`config.mk`:
```
export PLATFORM = sky130hd
export DESIGN_NAME = pc_stack_indirect_addr
export DESIGN_NICKNAME = d
export VERILOG_FILES = /design/src/pkg/pc_stack_pkg.sv /design/src/core/pc_return_stack.sv /design/src/core/pc_stack_indirect_addr.sv
export SDC_FILE = /design/constraint.sdc
export NUM_CORES = 1
export LEC_CHECK = 0
export ABC_AREA = 1
export BUFFER_PORTS_ARGS = -buffer_cell sky130_fd_sc_hd__buf_2
export CORE_ASPECT_RATIO = 1.5
export CORE_MARGIN = 4
export CORE_UTILIZATION = 50
export CTS_CLUSTER_DIAMETER = 40
export DETAILED_ROUTE_END_ITERATION = 10
export PLACE_DENSITY = 0.8
export SYNTH_ARGS = -nofsm -noshare
export SYNTH_HDL_FRONTEND = slang
export SYNTH_HIERARCHICAL = 1
export SYNTH_SLANG_ARGS = --single-unit
export TNS_END_PERCENT = 5
```
`constraint.sdc`:
```
create_clock -name mclk_in -period 4.25 [get_ports mclk_in]
set_clock_uncertainty 0.1 [all_clocks]
set_input_delay 0.6375 -clock mclk_in [delete_from_list [all_inputs] [get_ports mclk_in]]
set_output_delay 0.6375 -clock mclk_in [all_outputs]
set_load 0.02 [all_outputs]
```
`src/pkg/pc_stack_pkg.sv`:
```
// Purpose: Shared constants and carriers for the sequencing and addressing block
// Assumes: Avalon-MM word addressing, 32-bit data, one register per word
// Notes: Register byte address is four times the register index
package pc_stack_pkg;

  // Widths
  localparam int PC_W = 10;
  localparam int STACK_W = 12;
  localparam int DATA_W = 8;
  localparam int FADDR_W = 5;
  localparam int MADDR_W = 6;
  localparam int AV_ADDR_W = 4;
  localparam int AV_DATA_W = 32;

  // Reset values
  localparam logic [PC_W-1:0] PC_RESET = 10'h3FF;
  localparam logic [DATA_W-1:0] STATUS_RESET = 8'h18;
  localparam logic [DATA_W-1:0] POINTER_RESET = 8'h00;
  localparam logic CTRL_RUN_RESET = 1'b1;

  // Field positions
  localparam int STATUS_PAGE_BIT = 5;
  localparam int POINTER_BANK_BIT = 5;
  localparam int CTRL_RUN_BIT = 0;

  // Unimplemented pointer bits read as ones
  localparam logic [DATA_W-1:0] PTR_ONES_FLAT = 8'hE0;
  localparam logic [DATA_W-1:0] PTR_ONES_BANKED = 8'hC0;

  // Data file addresses seen by the core
  localparam logic [FADDR_W-1:0] FA_INDIRECT = 5'h00;
  localparam logic [FADDR_W-1:0] FA_PC_LOW = 5'h02;
  localparam logic [FADDR_W-1:0] FA_STATUS = 5'h03;
  localparam logic [FADDR_W-1:0] FA_POINTER = 5'h04;

  // Avalon register indices
  localparam logic [AV_ADDR_W-1:0] REG_PC = 4'h2;
  localparam logic [AV_ADDR_W-1:0] REG_STATUS = 4'h3;
  localparam logic [AV_ADDR_W-1:0] REG_POINTER = 4'h4;
  localparam logic [AV_ADDR_W-1:0] REG_CONTROL = 4'h8;
  localparam logic [AV_ADDR_W-1:0] REG_STACK1 = 4'h9;
  localparam logic [AV_ADDR_W-1:0] REG_STACK2 = 4'hA;

  typedef enum logic [1:0] {
    OP_SEQ,
    OP_JUMP,
    OP_CALL,
    OP_RETURN_WITH_LITERAL
  } op_kind_type;

  // Decoded instruction from the decoder
  typedef struct packed {
    op_kind_type kind;
    logic [8:0] imm;
    logic [DATA_W-1:0] literal;
  } op_type;

  // Data file access from the core
  typedef struct packed {
    logic rd;
    logic wr;
    logic [FADDR_W-1:0] addr;
    logic [DATA_W-1:0] wdata;
  } file_req_type;

  // Request to the data memory
  typedef struct packed {
    logic rd;
    logic wr;
    logic [MADDR_W-1:0] addr;
    logic [DATA_W-1:0] wdata;
  } mem_req_type;

endpackage : pc_stack_pkg

```
`src/core/pc_return_stack.sv`:
```
// Purpose: Two-level return stack storage
// Assumes: Push and pop never asserted together
// Notes: No reset; contents survive every reset of the core
`timescale 1ns/10ps
module pc_return_stack
  import pc_stack_pkg::*;
(
  // Clock
  input wire logic mclk_in,
  // Control
  input wire logic push_in,
  input wire logic pop_in,
  input wire logic [STACK_W-1:0] push_data_in,
  // Levels
  output logic [STACK_W-1:0] level1_out,
  output logic [STACK_W-1:0] level2_out
);

  typedef struct packed {
    logic [STACK_W-1:0] level1;
    logic [STACK_W-1:0] level2;
  } stack_state_type;

  stack_state_type s_r;
  stack_state_type s_nxt;

  always_comb begin
    s_nxt = s_r;
    if (push_in) begin
      s_nxt.level2 = s_r.level1; // RULE_09
      s_nxt.level1 = push_data_in; // RULE_09
    end else if (pop_in) begin
      // Level two keeps its value so repeated pops replay it
      s_nxt.level1 = s_r.level2; // RULE_10 RULE_11
    end
  end

  always_ff @(posedge mclk_in) begin
    s_r <= s_nxt; // RULE_13
  end

  assign level1_out = s_r.level1;
  assign level2_out = s_r.level2;

endmodule : pc_return_stack

```
`src/core/pc_stack_indirect_addr.sv`:
```
// Purpose: Program counter, return stack and indirect data addressing
// Assumes: Each clock edge is one instruction cycle while run is set
// Notes: Registers on Avalon-MM, one wait cycle per access
//
// Summary of operation
// RULE_01: PC advances by one each cycle unless the instruction loads it.
// RULE_02: Jump loads PC bits 8:0 from the instruction immediate.
// RULE_03: PC bit 9 comes from status page bit 5 on branch loads.
// RULE_04: Low eight PC bits are readable and writable as a data register.
// RULE_05: Call or low-latch write loads PC 7:0 from result, clears bit 8.
// RULE_06: Reset puts PC at the last location so it wraps to zero.
// RULE_07: Reset clears the status page bits, selecting page zero.
// RULE_08: Return stack is last-in first-out with 12-bit entries.
// RULE_09: Call copies level one to two, then pushes PC plus one.
// RULE_10: Return-with-literal loads PC from level one, copies two to one.
// RULE_11: Excess returns keep supplying the level two address.
// RULE_12: Return-with-literal also loads the working register with its literal.
// RULE_13: Reset leaves both stack levels unchanged.
// RULE_14: No overflow or underflow flag exists for the stack.
// RULE_15: Indirect port accesses go to the location held in the pointer.
// RULE_16: Indirect read with pointer zero returns zero.
// RULE_17: Indirect write with pointer zero changes no data location.
// RULE_18: Pointer bits 4:0 select data addresses 00h to 1Fh.
// RULE_19: Unbanked variant reads the upper three pointer bits as ones.
// RULE_20: Banked variant uses pointer bit 5 for bank, bits 7:6 read ones.
// RULE_21: PC is ten bits and wraps from all ones to zero.
//
// Implementation choice: the Avalon-MM slave port.
`timescale 1ns/10ps
module pc_stack_indirect_addr
  import pc_stack_pkg::*;
#(
  parameter bit BANKED = 1'b1
)
(
  // Clock and reset
  input wire logic mclk_in,
  input wire logic rst_in,
  // Decoder side
  input wire op_type op_in,
  input wire file_req_type file_req_in,
  // Core outputs
  output logic [PC_W-1:0] pc_out,
  output logic w_load_out,
  output logic [DATA_W-1:0] w_literal_out,
  output logic file_rvalid_out,
  output logic [DATA_W-1:0] file_rdata_out,
  // Data memory side
  output mem_req_type mem_req_out,
  // Avalon-MM slave
  input wire logic [AV_ADDR_W-1:0] avs_address_in,
  input wire logic avs_read_in,
  input wire logic avs_write_in,
  input wire logic [AV_DATA_W-1:0] avs_writedata_in,
  input wire logic [3:0] avs_byteenable_in,
  output logic [AV_DATA_W-1:0] avs_readdata_out,
  output logic avs_waitrequest_out
);

  ////////////////////////////////////////////////////////////////////////////
  // State

  typedef struct packed {
    logic [PC_W-1:0] pc;
    logic [DATA_W-1:0] status;
    logic [DATA_W-1:0] pointer;
    logic run;
    logic w_load;
    logic [DATA_W-1:0] w_literal;
    logic file_rvalid;
    logic [DATA_W-1:0] file_rdata;
    mem_req_type mem_req;
    logic [AV_DATA_W-1:0] av_rdata;
    logic av_wait;
  } state_type;

  localparam state_type STATE_RESET = '{
    pc: PC_RESET,
    status: STATUS_RESET,
    pointer: POINTER_RESET,
    run: CTRL_RUN_RESET,
    w_load: 1'b0,
    w_literal: '0,
    file_rvalid: 1'b0,
    file_rdata: '0,
    mem_req: '0,
    av_rdata: '0,
    av_wait: 1'b1
  };

  state_type s_r;
  state_type s_nxt;

  logic stack_push;
  logic stack_pop;
  logic [STACK_W-1:0] stack_push_data;
  logic [STACK_W-1:0] stack_level1;
  logic [STACK_W-1:0] stack_level2;

  ////////////////////////////////////////////////////////////////////////////
  // Helpers

  // Pointer as software and the core see it
  function automatic logic [DATA_W-1:0] pointer_view(input logic [DATA_W-1:0] ptr);
    if (BANKED) begin
      pointer_view = ptr | PTR_ONES_BANKED; // RULE_20
    end else begin
      pointer_view = ptr | PTR_ONES_FLAT; // RULE_19
    end
  endfunction : pointer_view

  // Branch target with page bit on top and given bit 8 and low byte
  function automatic logic [PC_W-1:0] branch_target(
    input logic page,
    input logic bit8,
    input logic [7:0] low
  );
    branch_target = {page, bit8, low}; // RULE_03
  endfunction : branch_target

  // Data memory address for a resolved file address
  function automatic logic [MADDR_W-1:0] mem_address(
    input logic [DATA_W-1:0] ptr,
    input logic [FADDR_W-1:0] fa
  );
    logic bank;
    bank = BANKED & ptr[POINTER_BANK_BIT];
    mem_address = {bank, fa}; // RULE_18 RULE_20
  endfunction : mem_address

  ////////////////////////////////////////////////////////////////////////////
  // Next state

  always_comb begin
    logic page;
    logic indirect;
    logic self_ref;
    logic [FADDR_W-1:0] eff;
    logic [DATA_W-1:0] rd_val;
    logic av_take;
    logic av_start;
    s_nxt = s_r;
    page = 1'b0;
    indirect = 1'b0;
    self_ref = 1'b0;
    eff = '0;
    rd_val = '0;
    av_take = 1'b0;
    av_start = 1'b0;
    stack_push = 1'b0;
    stack_pop = 1'b0;
    stack_push_data = '0;
    s_nxt.w_load = 1'b0;
    s_nxt.file_rvalid = 1'b0;
    s_nxt.mem_req = '0;

    page = s_r.status[STATUS_PAGE_BIT];
    indirect = (file_req_in.addr == FA_INDIRECT);
    eff = indirect ? s_r.pointer[FADDR_W-1:0] : file_req_in.addr; // RULE_15 RULE_18
    self_ref = indirect && (eff == FA_INDIRECT);

    if (s_r.run) begin
      s_nxt.pc = s_r.pc + 1'b1; // RULE_01 RULE_21
      case (op_in.kind)
        OP_JUMP: begin
          s_nxt.pc = branch_target(page, op_in.imm[8], op_in.imm[7:0]); // RULE_02 RULE_03
        end
        OP_CALL: begin
          stack_push = 1'b1; // RULE_09
          stack_push_data = STACK_W'(s_r.pc + 1'b1); // RULE_08 RULE_09
          s_nxt.pc = branch_target(page, 1'b0, op_in.imm[7:0]); // RULE_05
        end
        OP_RETURN_WITH_LITERAL: begin
          // Empty stack is not flagged; level two simply repeats
          stack_pop = 1'b1; // RULE_10 RULE_11 RULE_14
          s_nxt.pc = stack_level1[PC_W-1:0]; // RULE_10
          s_nxt.w_load = 1'b1; // RULE_12
          s_nxt.w_literal = op_in.literal; // RULE_12
        end
        OP_SEQ: begin
          s_nxt.pc = s_r.pc + 1'b1; // RULE_01
        end
        default: begin
          s_nxt.pc = s_r.pc + 1'b1;
        end
      endcase

      // Core file write
      if (file_req_in.wr && !self_ref) begin // RULE_17
        if (eff == FA_PC_LOW) begin
          s_nxt.pc = branch_target(page, 1'b0, file_req_in.wdata); // RULE_04 RULE_05
        end else if (eff == FA_STATUS) begin
          s_nxt.status = file_req_in.wdata;
        end else if (eff == FA_POINTER) begin
          s_nxt.pointer = file_req_in.wdata;
        end else begin
          s_nxt.mem_req.wr = 1'b1; // RULE_15
          s_nxt.mem_req.addr = mem_address(s_r.pointer, eff);
          s_nxt.mem_req.wdata = file_req_in.wdata;
        end
      end

      // Core file read
      if (file_req_in.rd) begin
        if (self_ref) begin
          s_nxt.file_rvalid = 1'b1;
          s_nxt.file_rdata = '0; // RULE_16
        end else if (eff == FA_PC_LOW) begin
          s_nxt.file_rvalid = 1'b1;
          s_nxt.file_rdata = s_r.pc[7:0]; // RULE_04
        end else if (eff == FA_STATUS) begin
          s_nxt.file_rvalid = 1'b1;
          s_nxt.file_rdata = s_r.status;
        end else if (eff == FA_POINTER) begin
          s_nxt.file_rvalid = 1'b1;
          s_nxt.file_rdata = pointer_view(s_r.pointer); // RULE_19 RULE_20
        end else begin
          s_nxt.mem_req.rd = 1'b1; // RULE_15
          s_nxt.mem_req.addr = mem_address(s_r.pointer, eff);
        end
      end
    end

    ////////////////////////////////////////////////////////////////////////////
    // Avalon slave: one wait cycle, then the access completes

    av_start = (avs_read_in || avs_write_in) && s_r.av_wait;
    av_take = (avs_read_in || avs_write_in) && !s_r.av_wait;
    s_nxt.av_wait = !av_start;

    if (av_start && avs_read_in) begin
      case (avs_address_in)
        REG_PC: rd_val = s_r.pc[7:0];
        REG_STATUS: rd_val = s_r.status;
        REG_POINTER: rd_val = pointer_view(s_r.pointer);
        default: rd_val = '0;
      endcase
      case (avs_address_in)
        REG_PC: s_nxt.av_rdata = AV_DATA_W'(s_r.pc);
        REG_STATUS, REG_POINTER: s_nxt.av_rdata = AV_DATA_W'(rd_val);
        REG_CONTROL: s_nxt.av_rdata = AV_DATA_W'(s_r.run);
        REG_STACK1: s_nxt.av_rdata = AV_DATA_W'(stack_level1);
        REG_STACK2: s_nxt.av_rdata = AV_DATA_W'(stack_level2);
        default: s_nxt.av_rdata = '0;
      endcase
    end

    // Bus writes take priority over a same-cycle core write
    if (av_take && avs_write_in && avs_byteenable_in[0]) begin
      case (avs_address_in)
        REG_STATUS: s_nxt.status = avs_writedata_in[DATA_W-1:0];
        REG_POINTER: s_nxt.pointer = avs_writedata_in[DATA_W-1:0];
        REG_CONTROL: s_nxt.run = avs_writedata_in[CTRL_RUN_BIT];
        default: s_nxt.run = s_r.run;
      endcase
    end
  end

  ////////////////////////////////////////////////////////////////////////////
  // Registers

  always_ff @(posedge mclk_in or posedge rst_in) begin
    if (rst_in) begin
      s_r <= STATE_RESET; // RULE_06 RULE_07
    end else begin
      s_r <= s_nxt;
    end
  end

  ////////////////////////////////////////////////////////////////////////////
  // Return stack, not touched by reset

  pc_return_stack u_stack (
    .mclk_in(mclk_in),
    .push_in(stack_push),
    .pop_in(stack_pop),
    .push_data_in(stack_push_data),
    .level1_out(stack_level1),
    .level2_out(stack_level2)
  ); // RULE_08 RULE_13

  ////////////////////////////////////////////////////////////////////////////
  // Outputs

  assign pc_out = s_r.pc;
  assign w_load_out = s_r.w_load;
  assign w_literal_out = s_r.w_literal;
  assign file_rvalid_out = s_r.file_rvalid;
  assign file_rdata_out = s_r.file_rdata;
  assign mem_req_out = s_r.mem_req;
  assign avs_readdata_out = s_r.av_rdata;
  assign avs_waitrequest_out = s_r.av_wait;

endmodule : pc_stack_indirect_addr

```
==> flow_metrics.tcl, run 1 <==
set metrics [dict create \
    floorplan.io_pins 155 \
    critPathTopFamily "simple AND/OR/NAND/NOR gates" \
    synth_seq_cells 96 \
    placement.io_buffers 107 \
    cts-root-buf "clkbuf_16" \
    sequential_cell_area_um2 2540 \
    synth_area_um2 5650 \
    syn_to_final_growth_pct 8.75 \
    cp_max_fo 15 \
    finalSetupViolCount 0 \
    worstMarginPinSlew_ps 861 \
    grt_util_all_layers 0.222 \
    cp.required_ps 4370 \
    fin_util 0.556 \
    grt_first_pass_wirelength_um 22800 \
    layout_min_cycle_time_ps 2820 \
    max-cap-violations 0 \
    crit_path_max_incr_delay_ps 760 \
    cts.htree.levels 3 \
    fp.dieArea_um2 13100 \
    slew-limit-headroom 0.424 \
    yosysSeqAreaShare 0.450 \
    comb_power_share 0.245 \
    cp_cell_sequence "inv_1, nor2_1, inv_1, nor3_1, nand2_1, nand2_1" \
    yosys_most_used_dff "dfrtp_1" \
    route.final.wire_length_um 14000 \
    wl_met3_um 1190 \
    total_core_area_um2 11100 \
    post_synth_inst_count 718 \
    worstSetupPathType "reg2reg" \
    outcome "finished clean" \
    starting_density_of_the_core 0.511 \
    critPathLaunchType "register" \
    die_y_extent_um 138 \
    drc 0 \
    antenna_cells 0 \
    most_frequent_cells_in_the_layout "nand2_1 (247), buf_2 (107), inv_1 (70), dfrtp_1 (58), nor2_1 (51)" \
    die_width_um 94.8 \
    min_period_over_period 0.663 \
    average_cell_area_after_synthesis_um2 7.87 \
    switching_share 0.355 \
    async_reset_ff_frac 0.750 \
    p_sw_mw 1.05 \
    cellInternalPower_mw 1.91 \
    max_freq_mhz 355 \
    grt_pass1_vias 4658 \
    setup_total_negative_slack_ps 0 \
    hold_viol_final 0 \
    critical_path.startpoint "s_r[67]" \
    timing.reg2reg.setup_slack_ps 1430 \
    cp_data_arrival_time_ps 2940 \
    final_layout_size_suffix_gt1_frac 0.215 \
    rsz0062_at_grt "no" \
    holdBufCountCts 0 \
    crit_path_end_kind "register" \
    routed-via-count 4758 \
    power_mw 2.96 \
    antenna_found_initial 0 \
    share_seq_of_total_power 0.461 \
    post_cts_buffers 0 \
    rr_worst_depth 6 \
    dr.pass1.iters 5 \
    routabilityCongestion 0.930 \
    hold_class "in2async" \
    timing.final.max_slew_violations 0 \
    wl_met1_um 5560 \
    multi_input_area_um2 2240 \
    cts.clk_slew.worst_paths_ps 70 \
    synth_edf_count 24 \
    fillerInstances 1073 \
    grt_start_max_net_pins 40 \
    drt-vias-per-instance 5.15 \
    standard_cell_with_the_maximum_stage_delay_on_the_critical_path "nor2_1" \
    total_leakage_power_nw 3.30 \
    metal2_wl_um 6560 \
    critPathBufInv 2 \
    cts_inserted_buffers 9 \
    yosys_warnings 6 \
    clock_insertion_delay_worst_skew_ps 340 \
    row_count 47 \
    power_density_nw_per_um2 482 \
    final_nets 851 \
    worstReg2RegEnd "u_stack/level1_out[10]" \
    routed.top_layer "met4" \
    layout_commonest_cell "nand2_1" \
    share_clk_of_total_power 0.294 \
    dp_hpwl_um 10800 \
    clock_tree_from_tritoncts "built" \
    clock_path_buffers 2 \
    postRouteAntennaNets 0 \
    numClockSinks 96 \
    synth_cell_type_count 46 \
    r2r-start "s_r[67]" \
    grt_overflow 0 \
    wl_per_cell_um 15.2 \
    cts_repair_resize_count 0 \
    vdd.ir_drop.worst_uv 286 \
    detailedRoute.firstIterationViolations 370 \
]
==> state kept, by name, summed over array words and instances (netlist names) <==
signal	count
file_rdata_out	8
s_r	15
w_load_out	1
avs_waitrequest_out	1
u_stack/level1_out	12
w_literal_out	8
u_stack/level2_out	12
pc_out	10
mem_req_out	16
avs_readdata_out	12
file_rvalid_out	1
==> cells by family after synthesis <==
logic type,after synthesis,synth area share
AO/OA/AOI/OAI,54,0.0631
XOR/XNOR,7,0.0109
adder cells (fa/ha/maj),1,0.00221
buffers and inverters,167,0.167
flip-flops,96,0.450
other,1,0.000664
AND/OR/NAND/NOR,392,0.307
==> Yosys cell counts, types with 3 or more instances <==
cell type | count | area [µm²]
buf_6 | 4 | 45.0
clkbuf_1 | 5 | 18.8
buf_4 | 76 | 571
edfxtp_1 | 24 | 721
clkinv_1 | 4 | 15.0
nand3_1 | 46 | 230
a221oi_1 | 6 | 52.6
a22o_1 | 4 | 35.0
nand4_1 | 20 | 125
a21oi_1 | 7 | 35.0
dfrtp_1 | 58 | 1450
o211ai_1 | 3 | 22.5
a22oi_1 | 3 | 22.5
a211oi_1 | 4 | 30.0
inv_2 | 5 | 18.8
nand2_1 | 247 | 927
dfstp_2 | 14 | 368
nor2_4 | 5 | 56.3
nor3_1 | 3 | 15.0
nand2_2 | 5 | 31.3
a31oi_1 | 3 | 18.8
o21ai_0 | 16 | 80.1
inv_1 | 71 | 267
xor2_1 | 5 | 43.8
nand3_4 | 3 | 52.6
nor2_1 | 51 | 191
==> power groups by stage <==
stage                     registers [mW]  clock network, mW  logic (mW)
after floorplan                     1.28                  0       0.675
after detailed placement            1.37                  0       0.723
after global routing                1.38              0.932       0.804
after global placement              1.37                  0       0.713
final                               1.36              0.871       0.723
after CTS                           1.36              0.886       0.727
==> worst max path at each step <==
stage | end | slack (ps) | depth (start not counted)
CTS | u_stack/level1_out[10] | 1420 | 6
detailed placement | u_stack/level1_out[10] | 1420 | 6
global route | u_stack/level1_out[10] | 1270 | 6
floorplan | avs_readdata_out[0] | 1710 | 1
finish | u_stack/level1_out[10] | 1430 | 6
global placement | u_stack/level1_out[10] | 1430 | 6
==> final cells by class <==
class | instances | area share
clock inverter | 6 | 0.0149
sequential | 96 | 0.413
multi-input combinational | 475 | 0.365
tap | 147 | 0.0299
inverter | 80 | 0.0489
clock buffer | 10 | 0.0373
timing repair buffer | 110 | 0.0908
==> stage by stage <==
step,hold WS [ps],cell area (µm²),worst slack (ps),cells
6_report,337,6140,1430,924
5_1_grt,368,6140,1270,924
4_1_cts,347,6140,1420,924
3_5_place_dp,340,5820,1420,908
3_3_place_gp,335,5820,1430,908
2_1_floorplan,326,5720,1710,738
==> layer usage <==
metal,track usage,vias up
met5,0,-
met2,0.352,266
met4,0.139,0
li1,-,2308
met1,0.282,2137
met3,0.0326,47
Note: power is estimated with default switching activity, not from simulation.
==> inputs of run 2 (changes only) <==
- CORE_UTILIZATION: 50 -> 48
- clock period: 4.25 -> 2.5 ns (I/O delays scaled with it)
==> flow_metrics.tcl, run 2 (synthesis results as in run 1) <==
set metrics [dict create \
    outcome "finished, violations left" \
    violations "negative hold slack" \
    postRouteAntennaNets 0 \
    cts-root-buf "clkbuf_16" \
    antenna_cells 0 \
    metal2_wl_um 7170 \
    multi_input_area_um2 2240 \
    total_core_area_um2 11500 \
    die_y_extent_um 141 \
    grt_start_max_net_pins 73 \
    route.final.wire_length_um 14500 \
    slew-limit-headroom 0.458 \
    grt_overflow 0 \
    worstSetupPathType "reg2reg" \
    grt_util_all_layers 0.221 \
    layout_min_cycle_time_ps 2150 \
    detailedRoute.firstIterationViolations 359 \
    max-cap-violations 0 \
    row_count 48 \
    final_layout_size_suffix_gt1_frac 0.220 \
    dr.pass1.iters 5 \
    drt-vias-per-instance 5.09 \
    syn_to_final_growth_pct 9.41 \
    final_nets 857 \
    finalSetupViolCount 0 \
    cts_inserted_buffers 9 \
    cp_max_fo 8 \
    cp_data_arrival_time_ps 2160 \
    max_freq_mhz 466 \
    fp.dieArea_um2 13600 \
    power_density_nw_per_um2 801 \
    total_leakage_power_nw 3.32 \
    min_period_over_period 0.859 \
    cts.htree.levels 3 \
    sequential_cell_area_um2 2540 \
    cts_repair_resize_count 0 \
    vdd.ir_drop.worst_uv 466 \
    largest_register_ffs 16 \
    worstMarginPinSlew_ps 805 \
    numClockSinks 96 \
    critPathTopFamily "simple AND/OR/NAND/NOR gates" \
    layout_commonest_cell "nand2_1" \
    cts.clk_slew.worst_paths_ps 70 \
    hold_viol_final 9 \
    hold_class "in2async" \
    floorplan.io_pins 155 \
    cp.required_ps 2510 \
    routabilityCongestion 0.938 \
    clock_path_buffers 2 \
    post_cts_buffers 0 \
    wl_met3_um 1120 \
    die_width_um 96.6 \
    clock_tree_from_tritoncts "built" \
    holdBufCountCts 0 \
    crit_path_end_kind "register" \
    wl_met1_um 5660 \
    placement.io_buffers 107 \
    fillerInstances 1153 \
    cp_cell_sequence "ha_1, nand3_1, nor2_1, nand2_1, nor2_1, xnor2_1, nor2_1, nand2_1, nand2_1" \
    rsz0062_at_grt "no" \
    grt_first_pass_wirelength_um 23100 \
    routed-via-count 4752 \
    critPathLaunchType "register" \
    clock_insertion_delay_worst_skew_ps 350 \
    dp_hpwl_um 11000 \
    timing.final.max_slew_violations 0 \
    starting_density_of_the_core 0.490 \
    crit_path_max_incr_delay_ps 640 \
    routed.top_layer "met4" \
    critPathBufInv 0 \
    placed_area_um2 5880 \
    most_frequent_cells_in_the_layout "nand2_1 (247), buf_2 (107), inv_1 (70), dfrtp_1 (58), nor2_1 (51)" \
    drc 0 \
    standard_cell_with_the_maximum_stage_delay_on_the_critical_path "dfstp_2" \
    grt_pass1_vias 4554 \
    wl_per_cell_um 15.5 \
    holdWs_ps -11.8 \
    layout.cell_area.non_filler_um2 6180 \
    setup_total_negative_slack_ps 0 \
    antenna_found_initial 0 \
]
==> run 2: changes by cell type in the layout (fill, tap and decap cells not counted) <==
cell,before,now
buf_12,0,1
clkinv_4,2,1
inv_8,0,1
buf_4,3,8
clkinv_1,4,5
bufinv_16,2,1
==> run 2: through the flow <==
step / power (mW) / util / setup WS, ps / instances
after floorplan: 3.32 / - / 223 / 738
after global placement: 3.56 / 0.510 / 311 / 917
after detailed placement: 3.59 / 0.510 / 279 / 917
after CTS: 4.97 / 0.536 / 368 / 933
after global routing: 5.21 / 0.536 / 161 / 933
final: 4.95 / 0.536 / 353 / 933
==> run 2: final timing paths <==
check,from,to,slack [ps],cells past startpoint
setup reg to reg,pc_out[0],u_stack/level1_out[8],350,9
min in group mclk_in,avs_read_in,avs_waitrequest_out,100,2
setup / recovery,pc_out[0],u_stack/level1_out[8],350,9
hold / removal,rst_in,mem_req_out[11],-10,3
max in group asynchronous,rst_in,s_r[80],1940,3
hold reg to reg,u_stack/level1_out[10],u_stack/level2_out[10],350,0
==> run 2: metal layers <==
metal | vias to the layer above | GRT usage
met3 | 38 | 0.0422
met2 | 230 | 0.366
met4 | 0 | 0.0916
li1 | 2327 | -
met1 | 2157 | 0.279
met5 | - | 0
==> run 2: power by group <==
group / internal, mW / leakage [nW] / switching (mW)
logic: 0.413 / 2.04 / 0.848
registers: 1.96 / 1.14 / 0.352
clock network: 0.783 / 0.146 / 0.597
total: 3.15 / 3.32 / 1.80
==> run 2: worst reg2reg max path, delay by kind of cell, from the launching register on <==
family        cells  cell delay, ps
flops             1             640
simple gates      7             750
fa+ha+maj         1             250
xor+xnor          1             170
==> run 2: cell type report <==
class	count	area share
multi-input combinational	475	0.363
tap	150	0.0304
timing repair buffer	116	0.0996
sequential	96	0.411
inverter	80	0.0486
clock inverter	6	0.0109
clock buffer	10	0.0370
